**src/hw/flash_erase_pkg.sv**
```systemverilog
// Purpose: Shared constants and types for the flash erase and lock control block
// Assumes: 16-bit command bus, one write per command cycle
// Notes:   Command codes and timing figures are plain defaults
package flash_erase_pkg;
    localparam int          DATA_W          = 16;
    localparam logic [7:0]  CMD_ERASE_SETUP = 8'h20;
    localparam logic [7:0]  CMD_CONFIRM     = 8'hD0;
    localparam logic [7:0]  CMD_SUSPEND     = 8'hB0;
    localparam logic [7:0]  CMD_READ_ARRAY  = 8'hFF;
    localparam logic [7:0]  CMD_READ_STATUS = 8'h70;
    localparam logic [7:0]  CMD_READ_ID     = 8'h90;
    localparam logic [7:0]  CMD_READ_QUERY  = 8'h98;
    localparam logic [7:0]  CMD_CLEAR_STAT  = 8'h50;
    localparam logic [7:0]  CMD_PROGRAM     = 8'h40;
    localparam logic [7:0]  CMD_PROGRAM_ALT = 8'h10;
    localparam logic [7:0]  CMD_BUF_PROGRAM = 8'hE8;
    localparam logic [7:0]  CMD_LOCK_SETUP  = 8'h60;
    localparam logic [7:0]  CMD_LOCK        = 8'h01;
    localparam logic [7:0]  CMD_UNLOCK      = 8'hD0;
    localparam logic [7:0]  CMD_LOCK_DOWN   = 8'h2F;
    localparam logic [7:0]  CMD_SET_RCR     = 8'h03;
    localparam logic [7:0]  STATUS_RESET    = 8'h80;
    localparam int          ST_BUSY_BLOCK   = 0;
    localparam int          ST_LOCKED       = 1;
    localparam int          ST_SUPPLY       = 3;
    localparam int          ST_SEQ          = 4;
    localparam int          ST_ERASE_FAIL   = 5;
    localparam int          ST_SUSPENDED    = 6;
    localparam int          ST_READY        = 7;
    localparam int          ID_LOCK_BIT     = 0;
    localparam int          ID_DOWN_BIT     = 1;
    localparam logic [7:0]  UPPER_ZERO      = 8'h00;
    localparam int          CLK_MHZ         = 100;
    localparam int          ERASE_TIME_US   = 1000;
    localparam int          ERASE_CYCLES    = ERASE_TIME_US * CLK_MHZ;
    localparam int          CHECKPOINT_TIME_NS = 20;
    localparam int          CHECKPOINT_CYCLES  = (CHECKPOINT_TIME_NS * CLK_MHZ + 999) / 1000;
    typedef enum logic [1:0] {RD_ARRAY, RD_STATUS, RD_ID, RD_QUERY} read_mode_t;
    typedef enum logic [2:0] {WSM_IDLE, WSM_ERASE, WSM_SUSP_REQ, WSM_SUSPENDED,
                              WSM_PROG_IN_SUSP} wsm_state_t;
endpackage

```
**src/hw/lock_bus_if.sv**
```systemverilog
// Purpose: Carries lock-bit accesses between the controller and the lock memory
// Assumes: One write port and one read port
// Notes:   Read data comes one cycle after the address
`timescale 1ns/1ns
`default_nettype none
interface lock_bus_if #(parameter int BLK_W = 6);
    logic [BLK_W-1:0] wrAddr;
    logic             wrEn;
    logic [1:0]       wrData;
    logic [BLK_W-1:0] rdAddr;
    logic [1:0]       rdData;
    logic             clearAll;
    modport ctrl (output wrAddr, output wrEn, output wrData, output rdAddr,
                  output clearAll, input rdData);
    modport mem  (input wrAddr, input wrEn, input wrData, input rdAddr,
                  input clearAll, output rdData);
endinterface
`default_nettype wire

```
**src/hw/lock_bit_mem.sv**
```systemverilog
// Purpose: Per-block lock and lock-down bits with registered read port
// Assumes: Reset clears to locked, not locked-down
// Notes:   Bit 0 is lock, bit 1 is lock-down
`timescale 1ns/1ns
`default_nettype none
module lock_bit_mem #(
    parameter int BLOCKS = 64,
    parameter int BLK_W  = 6
) (
    input  wire logic mclk,
    input  wire logic rst,
    lock_bus_if.mem   lb
);
    logic [1:0] bits_r [BLOCKS];
    logic [1:0] rdData_r;

    always_ff @(posedge mclk) begin
        if (rst || lb.clearAll) begin
            for (int i = 0; i < BLOCKS; i++) begin
                bits_r[i] <= 2'h1;
            end
        end else if (lb.wrEn) begin
            bits_r[lb.wrAddr] <= lb.wrData;
        end
        if (rst) begin
            rdData_r <= 2'h1;
        end else begin
            rdData_r <= bits_r[lb.rdAddr];
        end
    end
    assign lb.rdData = rdData_r;
endmodule
`default_nettype wire

```
**src/hw/flash_block_erase_and_lock_control.sv**
```systemverilog
// Purpose: Command decoder and erase sequencer with per-block locking
// Assumes: Host writes are single-cycle pulses on the device clock
// Notes:   Array cells are outside; this block issues erase pulses, program starts and program suspend requests only
// Behaviour
// - Each erase command erases exactly one whole block to all ones.
// - Chip select released mid-erase still lets the erase finish first.
// - Reads show status after erase; bit0 block busy, bit7 done.
// - Bit5 on erase failure; bit1 and abort when block is locked.
// - Low program supply halts erase and sets bit3; blocks all erasure.
// - Suspend accepted anywhere while erasing; sets bits 7 and 6 at checkpoint.
// - In suspend, reads and programming allowed except in suspended block.
// - Resume waits until any program started in suspend has finished.
// - Only listed commands accepted during erase suspend.
// - In suspend, chip select release gives standby; reset pin resets.
// - Resume at any address restarts erase from the full erase count and clears bits 7 and 6.
// - All blocks locked at power-up and after reset.
// - Locked blocks refuse program and erase (program in suspend is not lock-checked); lock changes are immediate.
// - Lock setup then lock locks block; set-config loads config register.
// - Lock setup with bad follower sets bits 4 and 5, kept over resume.
// - Lock bits work whatever the program supply level.
// - Lock-down blocks refuse erase; unlock only with write protect released.
// - Identifier reads give lock bit on data0, lock-down bit on data1.
// - Locking suspended block is immediate; lock refused in program suspend.
// - Status resets to 0x80; bit7 ready, clear means busy.
// - Status reads put status on low byte, zero on upper byte.
`timescale 1ns/1ns
`default_nettype none
module flash_block_erase_and_lock_control
    import flash_erase_pkg::*;
#(
    parameter int BLK_W        = 6,
    parameter int BLOCKS       = 64,
    parameter int ERASE_COUNT  = ERASE_CYCLES
) (
    input  wire logic              mclk,
    input  wire logic              rst,
    input  wire logic              deviceResetN,
    input  wire logic              chipSelectN,
    input  wire logic              writeProtectN,
    input  wire logic              supplyOk,
    input  wire logic              supplyLow,
    input  wire logic              cmdWrite,
    input  wire logic [BLK_W-1:0]  cmdBlock,
    input  wire logic [DATA_W-1:0] cmdData,
    input  wire logic [BLK_W-1:0]  readBlock,
    input  wire logic              progDone,
    input  wire logic              progFail,
    input  wire logic              eraseVerifyFail,
    output logic [DATA_W-1:0]      readData,
    output logic                   readIsArray,
    output logic                   eraseActive,
    output logic [BLK_W-1:0]       eraseBlock,
    output logic                   progStart,
    output logic [BLK_W-1:0]       progBlock,
    output logic                   progSuspendReq,
    output logic [DATA_W-1:0]      readConfig,
    output logic                   standby
);
    // Pin-level inputs pass two flops first
    logic [1:0] rstSync_r, csSync_r, wpSync_r, okSync_r, lowSync_r;
    always_ff @(posedge mclk) begin
        rstSync_r <= {rstSync_r[0], ~deviceResetN};
        csSync_r  <= {csSync_r[0], chipSelectN};
        wpSync_r  <= {wpSync_r[0], writeProtectN};
        okSync_r  <= {okSync_r[0], supplyOk};
        lowSync_r <= {lowSync_r[0], supplyLow};
    end
    logic resetAll, csHigh, wpHigh, supplyGood, supplyZero;
    assign resetAll   = rst || rstSync_r[1];
    assign csHigh     = csSync_r[1];
    assign wpHigh     = wpSync_r[1];
    assign supplyGood = okSync_r[1];
    assign supplyZero = lowSync_r[1];

    lock_bus_if #(.BLK_W(BLK_W)) lb ();
    lock_bit_mem #(.BLOCKS(BLOCKS), .BLK_W(BLK_W)) u_locks (
        .mclk (mclk),
        .rst  (rst),
        .lb   (lb)
    );

    wsm_state_t        state_r, state_nxt;
    read_mode_t        mode_r, mode_nxt;
    logic [7:0]        status_r, status_nxt;
    logic              lockSetup_r, lockSetup_nxt;
    logic              eraseSetup_r, eraseSetup_nxt;
    logic [BLK_W-1:0]  eraseBlock_r, eraseBlock_nxt;
    logic [BLK_W-1:0]  setupBlock_r, setupBlock_nxt;
    logic [31:0]       cnt_r, cnt_nxt;
    logic [DATA_W-1:0] rcr_r, rcr_nxt;
    logic              resumePend_r, resumePend_nxt;
    logic              progSusp_r, progSusp_nxt;
    logic [BLK_W-1:0]  progBlock_r, progBlock_nxt;
    logic              progStart_r, progStart_nxt;
    logic [DATA_W-1:0] readData_r, readData_nxt;
    logic              idRead_r;
    logic [BLK_W-1:0]  lbWrAddr;
    logic              lbWrEn;
    logic [1:0]        lbWrData;
    logic [7:0]        cmd;
    logic              prevSetup;

    function automatic logic blockProtected(input logic [1:0] bits);
        return bits[ID_LOCK_BIT] || bits[ID_DOWN_BIT];
    endfunction

    function automatic logic validInSuspend(input logic [7:0] c);
        return c == CMD_READ_ARRAY || c == CMD_READ_STATUS || c == CMD_READ_ID ||
               c == CMD_READ_QUERY || c == CMD_CONFIRM || c == CMD_CLEAR_STAT ||
               c == CMD_PROGRAM || c == CMD_PROGRAM_ALT || c == CMD_BUF_PROGRAM ||
               c == CMD_SUSPEND || c == CMD_LOCK_SETUP;
    endfunction

    assign cmd = cmdData[7:0];
    assign prevSetup = lockSetup_r || eraseSetup_r;

    // Lock bits of the command block are read for the erase check;
    // identifier reads use the read address on the cycle after
    assign lb.rdAddr   = idRead_r ? readBlock : setupBlock_r;
    assign lb.wrAddr   = lbWrAddr;
    assign lb.wrEn     = lbWrEn;
    assign lb.wrData   = lbWrData;
    assign lb.clearAll = rstSync_r[1];

    always_comb begin
        state_nxt      = state_r;
        mode_nxt       = mode_r;
        status_nxt     = status_r;
        lockSetup_nxt  = lockSetup_r && !cmdWrite;
        eraseSetup_nxt = eraseSetup_r;
        eraseBlock_nxt = eraseBlock_r;
        setupBlock_nxt = setupBlock_r;
        cnt_nxt        = cnt_r;
        rcr_nxt        = rcr_r;
        resumePend_nxt = resumePend_r;
        progSusp_nxt   = progSusp_r;
        progBlock_nxt  = progBlock_r;
        progStart_nxt  = 1'b0;
        lbWrAddr       = cmdBlock;
        lbWrEn         = 1'b0;
        lbWrData       = 2'h0;

        if (cmdWrite && lockSetup_r) begin
            // Lock commands act at once, whatever the supply level
            if (progSusp_r) begin
                status_nxt[ST_SEQ] = 1'b1;
                status_nxt[ST_ERASE_FAIL] = 1'b1;
            end else if (cmd == CMD_LOCK) begin
                lbWrEn   = 1'b1;
                lbWrData = {lb.rdData[ID_DOWN_BIT], 1'b1};
            end else if (cmd == CMD_UNLOCK) begin
                if (!lb.rdData[ID_DOWN_BIT] || wpHigh) begin
                    lbWrEn   = 1'b1;
                    lbWrData = 2'h0;
                end
                // With lock-down active, unlock only when write protect is released
                if (lb.rdData[ID_DOWN_BIT] && !wpHigh) begin
                    lbWrEn   = 1'b0;
                end else begin
                    lbWrEn   = 1'b1;
                    lbWrData = 2'h0;
                end
            end else if (cmd == CMD_LOCK_DOWN) begin
                lbWrEn   = 1'b1;
                lbWrData = 2'h3;
            end else if (cmd == CMD_SET_RCR) begin
                rcr_nxt = cmdData;
            end else begin
                status_nxt[ST_SEQ] = 1'b1;
                status_nxt[ST_ERASE_FAIL] = 1'b1;
            end
            mode_nxt = RD_STATUS;
        end else if (cmdWrite && eraseSetup_r) begin
            eraseSetup_nxt = 1'b0;
            mode_nxt       = RD_STATUS;
            if (cmd == CMD_CONFIRM && state_r == WSM_IDLE) begin
                status_nxt[ST_READY] = 1'b0;
                eraseBlock_nxt = setupBlock_r;
                if (blockProtected(lb.rdData)) begin
                    status_nxt[ST_LOCKED] = 1'b1;
                    status_nxt[ST_READY]  = 1'b1;
                end else if (supplyZero || !supplyGood) begin
                    status_nxt[ST_SUPPLY] = 1'b1;
                    status_nxt[ST_READY]  = 1'b1;
                end else begin
                    state_nxt = WSM_ERASE;
                    cnt_nxt   = 32'(ERASE_COUNT);
                end
            end else begin
                status_nxt[ST_SEQ] = 1'b1;
                status_nxt[ST_ERASE_FAIL] = 1'b1;
            end
        end else if (cmdWrite) begin
            if (state_r == WSM_SUSPENDED && !validInSuspend(cmd)) begin
                mode_nxt = mode_r;
            end else if (cmd == CMD_READ_ARRAY) begin
                mode_nxt = RD_ARRAY;
            end else if (cmd == CMD_READ_STATUS) begin
                mode_nxt = RD_STATUS;
            end else if (cmd == CMD_READ_ID) begin
                mode_nxt = RD_ID;
            end else if (cmd == CMD_READ_QUERY) begin
                mode_nxt = RD_QUERY;
            end else if (cmd == CMD_CLEAR_STAT) begin
                status_nxt = status_r & STATUS_RESET;
                status_nxt[ST_SUSPENDED] = status_r[ST_SUSPENDED];
            end else if (cmd == CMD_LOCK_SETUP) begin
                lockSetup_nxt  = 1'b1;
                setupBlock_nxt = cmdBlock;
            end else if (cmd == CMD_ERASE_SETUP && state_r == WSM_IDLE) begin
                eraseSetup_nxt = 1'b1;
                setupBlock_nxt = cmdBlock;
            end else if (cmd == CMD_SUSPEND && state_r == WSM_ERASE) begin
                state_nxt = WSM_SUSP_REQ;
                mode_nxt  = RD_STATUS;
            end else if (cmd == CMD_SUSPEND && state_r == WSM_PROG_IN_SUSP) begin
                progSusp_nxt = 1'b1;
            end else if (cmd == CMD_CONFIRM && state_r == WSM_SUSPENDED) begin
                resumePend_nxt = 1'b1;
            end else if (cmd == CMD_CONFIRM && state_r == WSM_PROG_IN_SUSP) begin
                if (progSusp_r) begin
                    progSusp_nxt = 1'b0;
                end else begin
                    resumePend_nxt = 1'b1;
                end
            end else if ((cmd == CMD_PROGRAM || cmd == CMD_PROGRAM_ALT ||
                          cmd == CMD_BUF_PROGRAM) && state_r == WSM_SUSPENDED) begin
                mode_nxt = RD_STATUS;
                if (cmdBlock != eraseBlock_r) begin
                    state_nxt     = WSM_PROG_IN_SUSP;
                    progBlock_nxt = cmdBlock;
                    progStart_nxt = 1'b1;
                end
            end
        end

        unique case (state_r)
            WSM_IDLE: begin
            end
            WSM_ERASE, WSM_SUSP_REQ: begin
                // Erase ignores chip select; it runs on until done, a supply fault or the suspend checkpoint
                if (supplyZero || !supplyGood) begin
                    state_nxt = WSM_IDLE;
                    status_nxt[ST_SUPPLY] = 1'b1;
                    status_nxt[ST_READY]  = 1'b1;
                end else if (cnt_r <= 32'd1) begin
                    state_nxt = WSM_IDLE;
                    status_nxt[ST_READY] = 1'b1;
                    status_nxt[ST_ERASE_FAIL] = status_r[ST_ERASE_FAIL] || eraseVerifyFail;
                end else if (state_r == WSM_SUSP_REQ && cnt_r <= 32'(CHECKPOINT_CYCLES)) begin
                    state_nxt = WSM_SUSPENDED;
                    status_nxt[ST_READY]     = 1'b1;
                    status_nxt[ST_SUSPENDED] = 1'b1;
                    cnt_nxt = 32'(ERASE_COUNT);
                end else if (state_nxt == WSM_SUSP_REQ && cnt_r > 32'(CHECKPOINT_CYCLES)) begin
                    cnt_nxt = 32'(CHECKPOINT_CYCLES);
                end else begin
                    cnt_nxt = cnt_r - 32'd1;
                end
            end
            WSM_SUSPENDED: begin
                if (resumePend_r || resumePend_nxt) begin
                    state_nxt      = WSM_ERASE;
                    resumePend_nxt = 1'b0;
                    status_nxt[ST_READY]     = 1'b0;
                    status_nxt[ST_SUSPENDED] = 1'b0;
                end
            end
            WSM_PROG_IN_SUSP: begin
                if (progDone) begin
                    state_nxt    = WSM_SUSPENDED;
                    progSusp_nxt = 1'b0;
                    status_nxt[ST_SEQ] = status_nxt[ST_SEQ] || progFail;
                end
            end
        endcase
        if (eraseSetup_r && !cmdWrite) begin
            eraseSetup_nxt = 1'b1;
        end
    end

    // Read path: status, identifier lock bits, or zero in array and query modes
    always_comb begin
        readData_nxt = '0;
        unique case (mode_r)
            RD_STATUS: readData_nxt = {UPPER_ZERO, status_r[7:1],
                                       (state_r == WSM_ERASE || state_r == WSM_SUSP_REQ)
                                       && readBlock == eraseBlock_r};
            RD_ID:     readData_nxt = {{(DATA_W-2){1'b0}}, lb.rdData};
            RD_QUERY:  readData_nxt = '0;
            RD_ARRAY:  readData_nxt = '0;
        endcase
    end

    always_ff @(posedge mclk) begin
        if (resetAll) begin
            state_r      <= WSM_IDLE;
            mode_r       <= RD_ARRAY;
            status_r     <= STATUS_RESET;
            lockSetup_r  <= 1'b0;
            eraseSetup_r <= 1'b0;
            eraseBlock_r <= '0;
            setupBlock_r <= '0;
            cnt_r        <= '0;
            rcr_r        <= '0;
            resumePend_r <= 1'b0;
            progSusp_r   <= 1'b0;
            progBlock_r  <= '0;
            progStart_r  <= 1'b0;
            readData_r   <= '0;
            idRead_r     <= 1'b0;
        end else begin
            state_r      <= state_nxt;
            mode_r       <= mode_nxt;
            status_r     <= status_nxt;
            lockSetup_r  <= lockSetup_nxt;
            eraseSetup_r <= eraseSetup_nxt;
            eraseBlock_r <= eraseBlock_nxt;
            setupBlock_r <= setupBlock_nxt;
            cnt_r        <= cnt_nxt;
            rcr_r        <= rcr_nxt;
            resumePend_r <= resumePend_nxt;
            progSusp_r   <= progSusp_nxt;
            progBlock_r  <= progBlock_nxt;
            progStart_r  <= progStart_nxt;
            readData_r   <= readData_nxt;
            idRead_r     <= (mode_nxt == RD_ID) && !lockSetup_nxt && !eraseSetup_nxt;
        end
    end

    assign readData       = readData_r;
    assign readIsArray    = (mode_r == RD_ARRAY);
    assign eraseActive    = (state_r == WSM_ERASE || state_r == WSM_SUSP_REQ);
    assign eraseBlock     = eraseBlock_r;
    assign progStart      = progStart_r;
    assign progBlock      = progBlock_r;
    assign progSuspendReq = progSusp_r;
    assign readConfig     = rcr_r;
    assign standby        = csHigh && !eraseActive && !prevSetup;
endmodule
`default_nettype wire

```
**config.mk**
```make
export PLATFORM = sky130hd
export DESIGN_NAME = flash_block_erase_and_lock_control
export DESIGN_NICKNAME = d
export VERILOG_FILES = /design/src/hw/flash_erase_pkg.sv /design/src/hw/lock_bus_if.sv /design/src/hw/lock_bit_mem.sv /design/src/hw/flash_block_erase_and_lock_control.sv
export SDC_FILE = /design/constraint.sdc
export NUM_CORES = 1
export LEC_CHECK = 0
export ABC_CLOCK_PERIOD_IN_PS = 4200
export BUFFER_PORTS_ARGS = -buffer_cell sky130_fd_sc_hd__buf_4
export CAP_MARGIN = 20
export CORE_UTILIZATION = 49
export CTS_CLUSTER_DIAMETER = 120
export DETAILED_ROUTE_END_ITERATION = 8
export HOLD_SLACK_MARGIN = 0.05
export PLACE_DENSITY = 0.74
export SLEW_MARGIN = 30
export SYNTH_ARGS = -nofsm -noshare
export SYNTH_HDL_FRONTEND = slang
export SYNTH_HIERARCHICAL = 1
export SYNTH_SLANG_ARGS = --single-unit
```
**constraint.sdc**
```tcl
create_clock -name mclk -period 4.2 [get_ports mclk]
set_clock_uncertainty 0.2 [all_clocks]
set_input_delay 0.21 -clock mclk [delete_from_list [all_inputs] [get_ports mclk]]
set_output_delay 0.21 -clock mclk [all_outputs]
set_load 0.05 [all_outputs]
```
Word level (Yosys, flattened, before mapping) --
Memory sizes are Yosys's and may differ from the RTL's. A register that Yosys moved wholly into a read port is not among the register bits. Index checks and enable logic that the tools add are counted.
Word-level totals: memories 1, RAM bits 128, logic and storage cells 322, output and inout port bits 49, bits of input ports 39, register bits after elaboration 111
Cells by class: add/sub/neg operators 1, bitwise operators 21, magnitude comparators 3, reductions and logical operators 63, multiplexer cells 178, eq/ne operators 33
Memories:
- u_locks.bits_r | depth 64, width 2, read ports 1, clocked after Yosys merged registers in 1, wr ports 64, line lock_bit_mem.sv:14 | logic [1:0] bits_r [BLOCKS];
Operator list (count):
- $mux W32 | 10
- $mux W1 | 92
- $mux W3 | 26
- $mux W2 | 33
- $mux W6 | 11
- $eq A8 B8 Y1 const B | 6
- $pmux W16 S3 | 1
- $eq A8 B7 Y1 const B | 4
- $gt A32 B2 Y1 const B | 1
- $le A32 B1 Y1 const B | 1
- $le A32 B2 Y1 const B | 1
- $sub A32 B1 Y32 const B | 1
- $not A1 Y1 | 21
- $logic_and A1 B1 Y1 | 20
- $logic_or A1 B1 Y1 | 20
- $reduce_and A10 Y1 | 2
- $reduce_and A17 Y1 | 1
- $reduce_or A17 Y1 | 1
- $eq A8 B6 Y1 const B | 2
- $mux W8 | 2
- $ne A3 B3 Y1 const B | 5
- $eq A3 B2 Y1 const B | 3
- $pmux W3 S3 | 1
- $reduce_and A9 Y1 | 1
- 20 further kinds | 33

Logic depth before layout (Yosys ltp) --
word-level depth 27, depth in mapped cells 11, depth with buffers taken out 10

Modules after synthesis --
Netlist, hierarchy kept.
Modules (own cells, without submodules):
- lock_bit_mem | seq. area each 3883.7 um^2, instances 1, area an instance 6558.8 um^2, cells an instance 493
- flash_block_erase_and_lock_control | seq. area each 2001.9 um^2, instances 1, area an instance 5121.2 um^2, cells an instance 619

Worst setup path before layout --
No wires, ideal clock.
path kind input port to flip-flop, start point input port cmdData[4], end point memory u_locks.bits_r[11][0] (enable), library setup time 0.327 ns, data arrival time 2.215 ns, buffers on the path 2, path slack 1.458 ns, stages 10, required time 3.673 ns, cell sequence clkbuf_1 -> nor4b_1 -> nand2_1 -> o21ai_0 -> and2_1 -> a31o_2 -> nand2_1 -> or3_1 -> clkbuf_1 -> o21ai_0
RTL lines:
- start, declared | line flash_block_erase_and_lock_control.sv:44 | input wire logic [DATA_W-1:0] cmdData,
- end, declared | line lock_bit_mem.sv:14

Worst setup path after layout --
start point input port cmdData[2], end point register cnt_r[31]
On the way: cells in the longest elaborated chain, start to end 27, elaborated cells on any way between the ends 60, those cells by class eq/ne: 13; mux: 25; reduce/logical: 22
RTL lines:
- $eq A8 B7 Y1 or $eq A8 B5 Y1 (tied branches) | line flash_block_erase_and_lock_control.sv:110, flash_block_erase_and_lock_control.sv:226
- $logic_or A1 B1 Y1 (2 in series) | line flash_block_erase_and_lock_control.sv:226 | end else if ((cmd == CMD_PROGRAM || cmd == CMD_PROGRAM_ALT ||
- $logic_and A1 B1 Y1 | line flash_block_erase_and_lock_control.sv:227 | cmd == CMD_BUF_PROGRAM) && state_r == WSM_SUSPENDED) begin
- $mux W3 | line flash_block_erase_and_lock_control.sv:226
- $mux W3 | line flash_block_erase_and_lock_control.sv:220 | end else if (cmd == CMD_CONFIRM && state_r == WSM_PROG_IN_SUSP) begin
- $mux W3 | line flash_block_erase_and_lock_control.sv:218 | end else if (cmd == CMD_CONFIRM && state_r == WSM_SUSPENDED) begin
- $mux W3 | line flash_block_erase_and_lock_control.sv:216 | end else if (cmd == CMD_SUSPEND && state_r == WSM_PROG_IN_SUSP) begin
- $mux W3 | line flash_block_erase_and_lock_control.sv:213 | end else if (cmd == CMD_SUSPEND && state_r == WSM_ERASE) begin
- (+10 left out)
- $mux W3 | line flash_block_erase_and_lock_control.sv:143 | if (cmdWrite && lockSetup_r) begin
- $eq A3 B2 Y1 | line flash_block_erase_and_lock_control.sv:255 | end else if (state_nxt == WSM_SUSP_REQ && cnt_r > 32'(CHECKPOINT_CYCLES)) begin
- $logic_and A1 B1 Y1 | line flash_block_erase_and_lock_control.sv:255
- $mux W32 | line flash_block_erase_and_lock_control.sv:255
- $mux W32 | line flash_block_erase_and_lock_control.sv:250 | end else if (state_r == WSM_SUSP_REQ && cnt_r <= 32'(CHECKPOINT_CYCLES)) begin
- $mux W32 | line flash_block_erase_and_lock_control.sv:246 | end else if (cnt_r <= 32'd1) begin
- $mux W32 | line flash_block_erase_and_lock_control.sv:242 | if (supplyZero || !supplyGood) begin
- $mux W32 * | line flash_block_erase_and_lock_control.sv:237 | unique case (state_r)
- end signal, assigned | line flash_block_erase_and_lock_control.sv:320 | cnt_r <= cnt_nxt;
- end, declared | line flash_block_erase_and_lock_control.sv:89 | logic [31:0] cnt_r, cnt_nxt;
Mark *: on every way between the ends. The rest lies on a longest branch, timed or not. A chain may end at the register's enable or synchronous reset.

==> impl_metrics.yaml <==
outcome:
  status: "finished clean"
floorplan:
  placement_rows: 56
  vert_die_dim_um: 156
  core-area_um2: 23400
  dieArea_um2: 24500
  die-width_um: 156
  floorplan.io_pins: 88
  start_util_pct: 49.9
logic_synthesis:
  avgSynthCellArea_um2: 10.5
  yosysUniqueCellTypes: 81
  syn-instance-count: 1112
  post_synthesis_instance_area_um2: 11700
  ys_seq_elements: 230
  yosysWarningCount: 6
  synth_seq_area_share_pct: 50.4
  asyncSetResetFlopFracSynth_pct: 0
  synth_flop_cell: "edfxtp_1"
  edff_count_synth: 128
global_route:
  grt_overflow: 0
  number_of_global_route_vias_before_repair: 9026
  antenna_found_initial: 0
  grt_max_degree: 66
  grt_first_pass_wirelength_um: 48900
  grt.total_usage_pct: 25.8
routing:
  wirelength_per_cell_um: 20.5
  final_antenna_net_count: 0
  totalWireLength_um: 31200
  detail_route.iter0.violations: 767
  detail_route.drc_violations: 0
  dr.pass1.iters: 5
  vias_per_cell: 6.14
  detailroute.via_count: 9344
timing:
  final_hold_viol_count: 0
  setup_viol_count_final: 0
  clock.fmax_mhz: 266
  slew_violations: 0
  finalCritPeriodShare_pct: 89.6
  final.setup.worst_slack_ps: 435
  final.setup.tns_ps: 0
  timing.max_slew.rel_slack_pct: 30.9
  min_period_ps: 3770
  unrepaired_setup_endpoints_after_global_routing: "false"
  worst_pin_slew_ps: 1030
power_and_ir_drop:
  share_comb_of_total_power_pct: 5.2
  swShare_pct: 22.2
  ir_drop_v: 0.000332
  power.net_switching_w: 0.00107
  power.clock.fraction_pct: 44.7
  p_leak_nw: 5.09
  powerDensity_nw_per_um2: 356
  intPower_w: 0.00375
  power_frac_seq_pct: 50.1
placed_design:
  buffer_ports.inserted: 78
  dpl_worst_slack_ps: 844
  place.gp.congestion: 0.954
  post-dp-hpwl_um: 20200
critical_path:
  worst_r2r_path_depth: 7
  cp_max_fo: 10
  critPathRequiredTime_ps: 4410
  criticalPathCategory: "primary input to register"
  worst_path_largest_cell_delay_ps: 650
  ff2ff_setup_slack_ps: 610
  critPathSlowestCell: "dlygate4sd3_1"
  cp_cell_sequence: "dlygate4sd3_1, buf_4, nor4_4, dlygate4sd3_1, nand2_2, or4_1, nor4_2, a211oi_2, or3_1, and3_4, a22o_1"
  worst_setup_path_end_kind: "register"
  critical-path-top-cell-by-count: "dlygate4sd3_1"
  arrival_worst_endpoint_ps: 3980
  critical_path_start_type: "primary input"
hold_path:
  hold_path.class: "primary input to register"
  hold-path-cell-count: 5
cts:
  clk_pin_slew_ps: 60
  clock-root-buffer: "clkbuf_16"
  ctsHtreeMaxLevel: 1
  cts-buffers-inserted: 25
  cts_setup_buffers: 0
  clkLatencyLatePin_ps: 530
  cts_tree: "done"
  clock_path_buffers: 3
  clock_sink_count: 230
final_layout:
  antenna_cells: 0
  syn_to_final_growth_pct: 15.9
  post_route_cells_drive_above_1_share_pct: 16.5
  nets: 1225
flow_run:
  max_cap_violations: 0
-- kinds of logic after synthesis --
family / Yosys count / share of synthesized area [%]
AO/OA/AOI/OAI: 223 / 11.9
XOR/XNOR: 16 / 1.20
adder cells (fa/ha/maj): 3 / 0.321
buffers and inverters: 114 / 4.50
flip-flops: 230 / 50.4
multiplexers: 71 / 9.63
other: 1 / 0.0321
AND/OR/NAND/NOR: 454 / 22.0
-- critical path, delay by kind of cell --
family                 cells  cell delay (ps)
and+or+nand+nor            6             2040
buffers and inverters      3             1350
AOI/OAI and AO/OA          2              370
-- power groups by stage --
stage               registers (W)  clock network (W)  logic [W]
global route              0.00241            0.00225   0.000272
finish                    0.00241            0.00215   0.000252
global placement          0.00246                  0   0.000221
detailed placement        0.00246                  0   0.000226
CTS                       0.00241            0.00217   0.000249
floorplan                 0.00245                  0   0.000149
-- per-stage QoR --
step | power, W | cell area (um^2) | cells | hold slack [ps] | utilization (%)
CTS | 0.00483 | 13500 | 1521 | 55.5 | 57.8
finish | 0.00481 | 13500 | 1521 | 73.8 | 57.8
global route | 0.00493 | 13500 | 1521 | 121 | 57.8
global placement | 0.00268 | 12400 | 1441 | 113 | 52.9
detailed placement | 0.00268 | 12400 | 1441 | 115 | 52.9
floorplan | 0.00260 | 11700 | 1120 | 37.7 | -
-- layer usage --
metal / share of wire (%) / vias to the layer above / GRT usage (%)
li1: - / 4334 / -
met1: 42 / 4527 / 34.7
met2: 47 / 412 / 42.2
met3: 7.5 / 71 / 3.79
met4: 3.4 / 0 / 9.85
met5: 0 / - / 0
-- synth_stat cells (all sizes together) (19+ instances only) --
cell type	n	area, um^2
a21oi	29	145
mux2i	28	280
nor2	70	263
nor3	40	205
nor4	19	153
dfxtp	102	2040
buf	31	214
nand2	59	224
o21ai	91	455
nand3	19	95.1
a31oi	19	119
clkbuf	61	229
inv	22	82.6
and3	83	524
edfxtp	128	3840
mux4	32	721
or3	81	517
-- cell type report --
cell class,count,area [um^2]
Timing Repair Buffer,128,1050
Tap cell,319,399
Sequential cell,230,5890
Clock inverter,11,82.6
Multi-Input combinational cell,776,5320
Inverter,22,82.6
Clock buffer,35,723
Fill cell,1997,9870
-- final timing paths --
check / startpoint / to
worst min-delay path: cmdData[0] / lockSetup_r$_SDFF_PP0_
worst max register to register: idRead_r$_SDFF_PP0_ / u_locks/lb.rdData[0]$_SDFF_PP1_
worst min register to register: okSync_r[0]$_DFF_P_ / okSync_r[1]$_DFF_P_
worst max-delay path: cmdData[2] / cnt_r[31]$_SDFF_PP0_
-- sequential cells by signal, summed over array words and instances (netlist names), 2 cells and up --
register,count
cnt_r,32
csSync_r,2
eraseBlock,6
lowSync_r,2
mode_r,2
okSync_r,2
progBlock,6
readConfig,16
readData,7
rstSync_r,2
setupBlock_r,6
state_r,3
status_r,6
u_locks/bits_r,128
u_locks/lb.rdData,2
wpSync_r,2
-- cells in the final DEF, fill, tap and decap left out, types with 32 or more instances in the layout --
master / netlist / final
and3_1: 82 / 82
buf_4: 12 / 94
dfxtp_1: 102 / 102
dlygate4sd3_1: 0 / 34
edfxtp_1: 128 / 128
mux4_2: 32 / 32
nand2_1: 58 / 58
nor2_1: 70 / 69
nor3_1: 39 / 39
o21ai_0: 90 / 90
or3_1: 79 / 79
-- timing repair --
action                    CTS  global route
gates resized for setup     0             0
hold endpoints to repair   42             0
hold buffers               34             0
No activity file was read; power rests on OpenSTA's default activity.
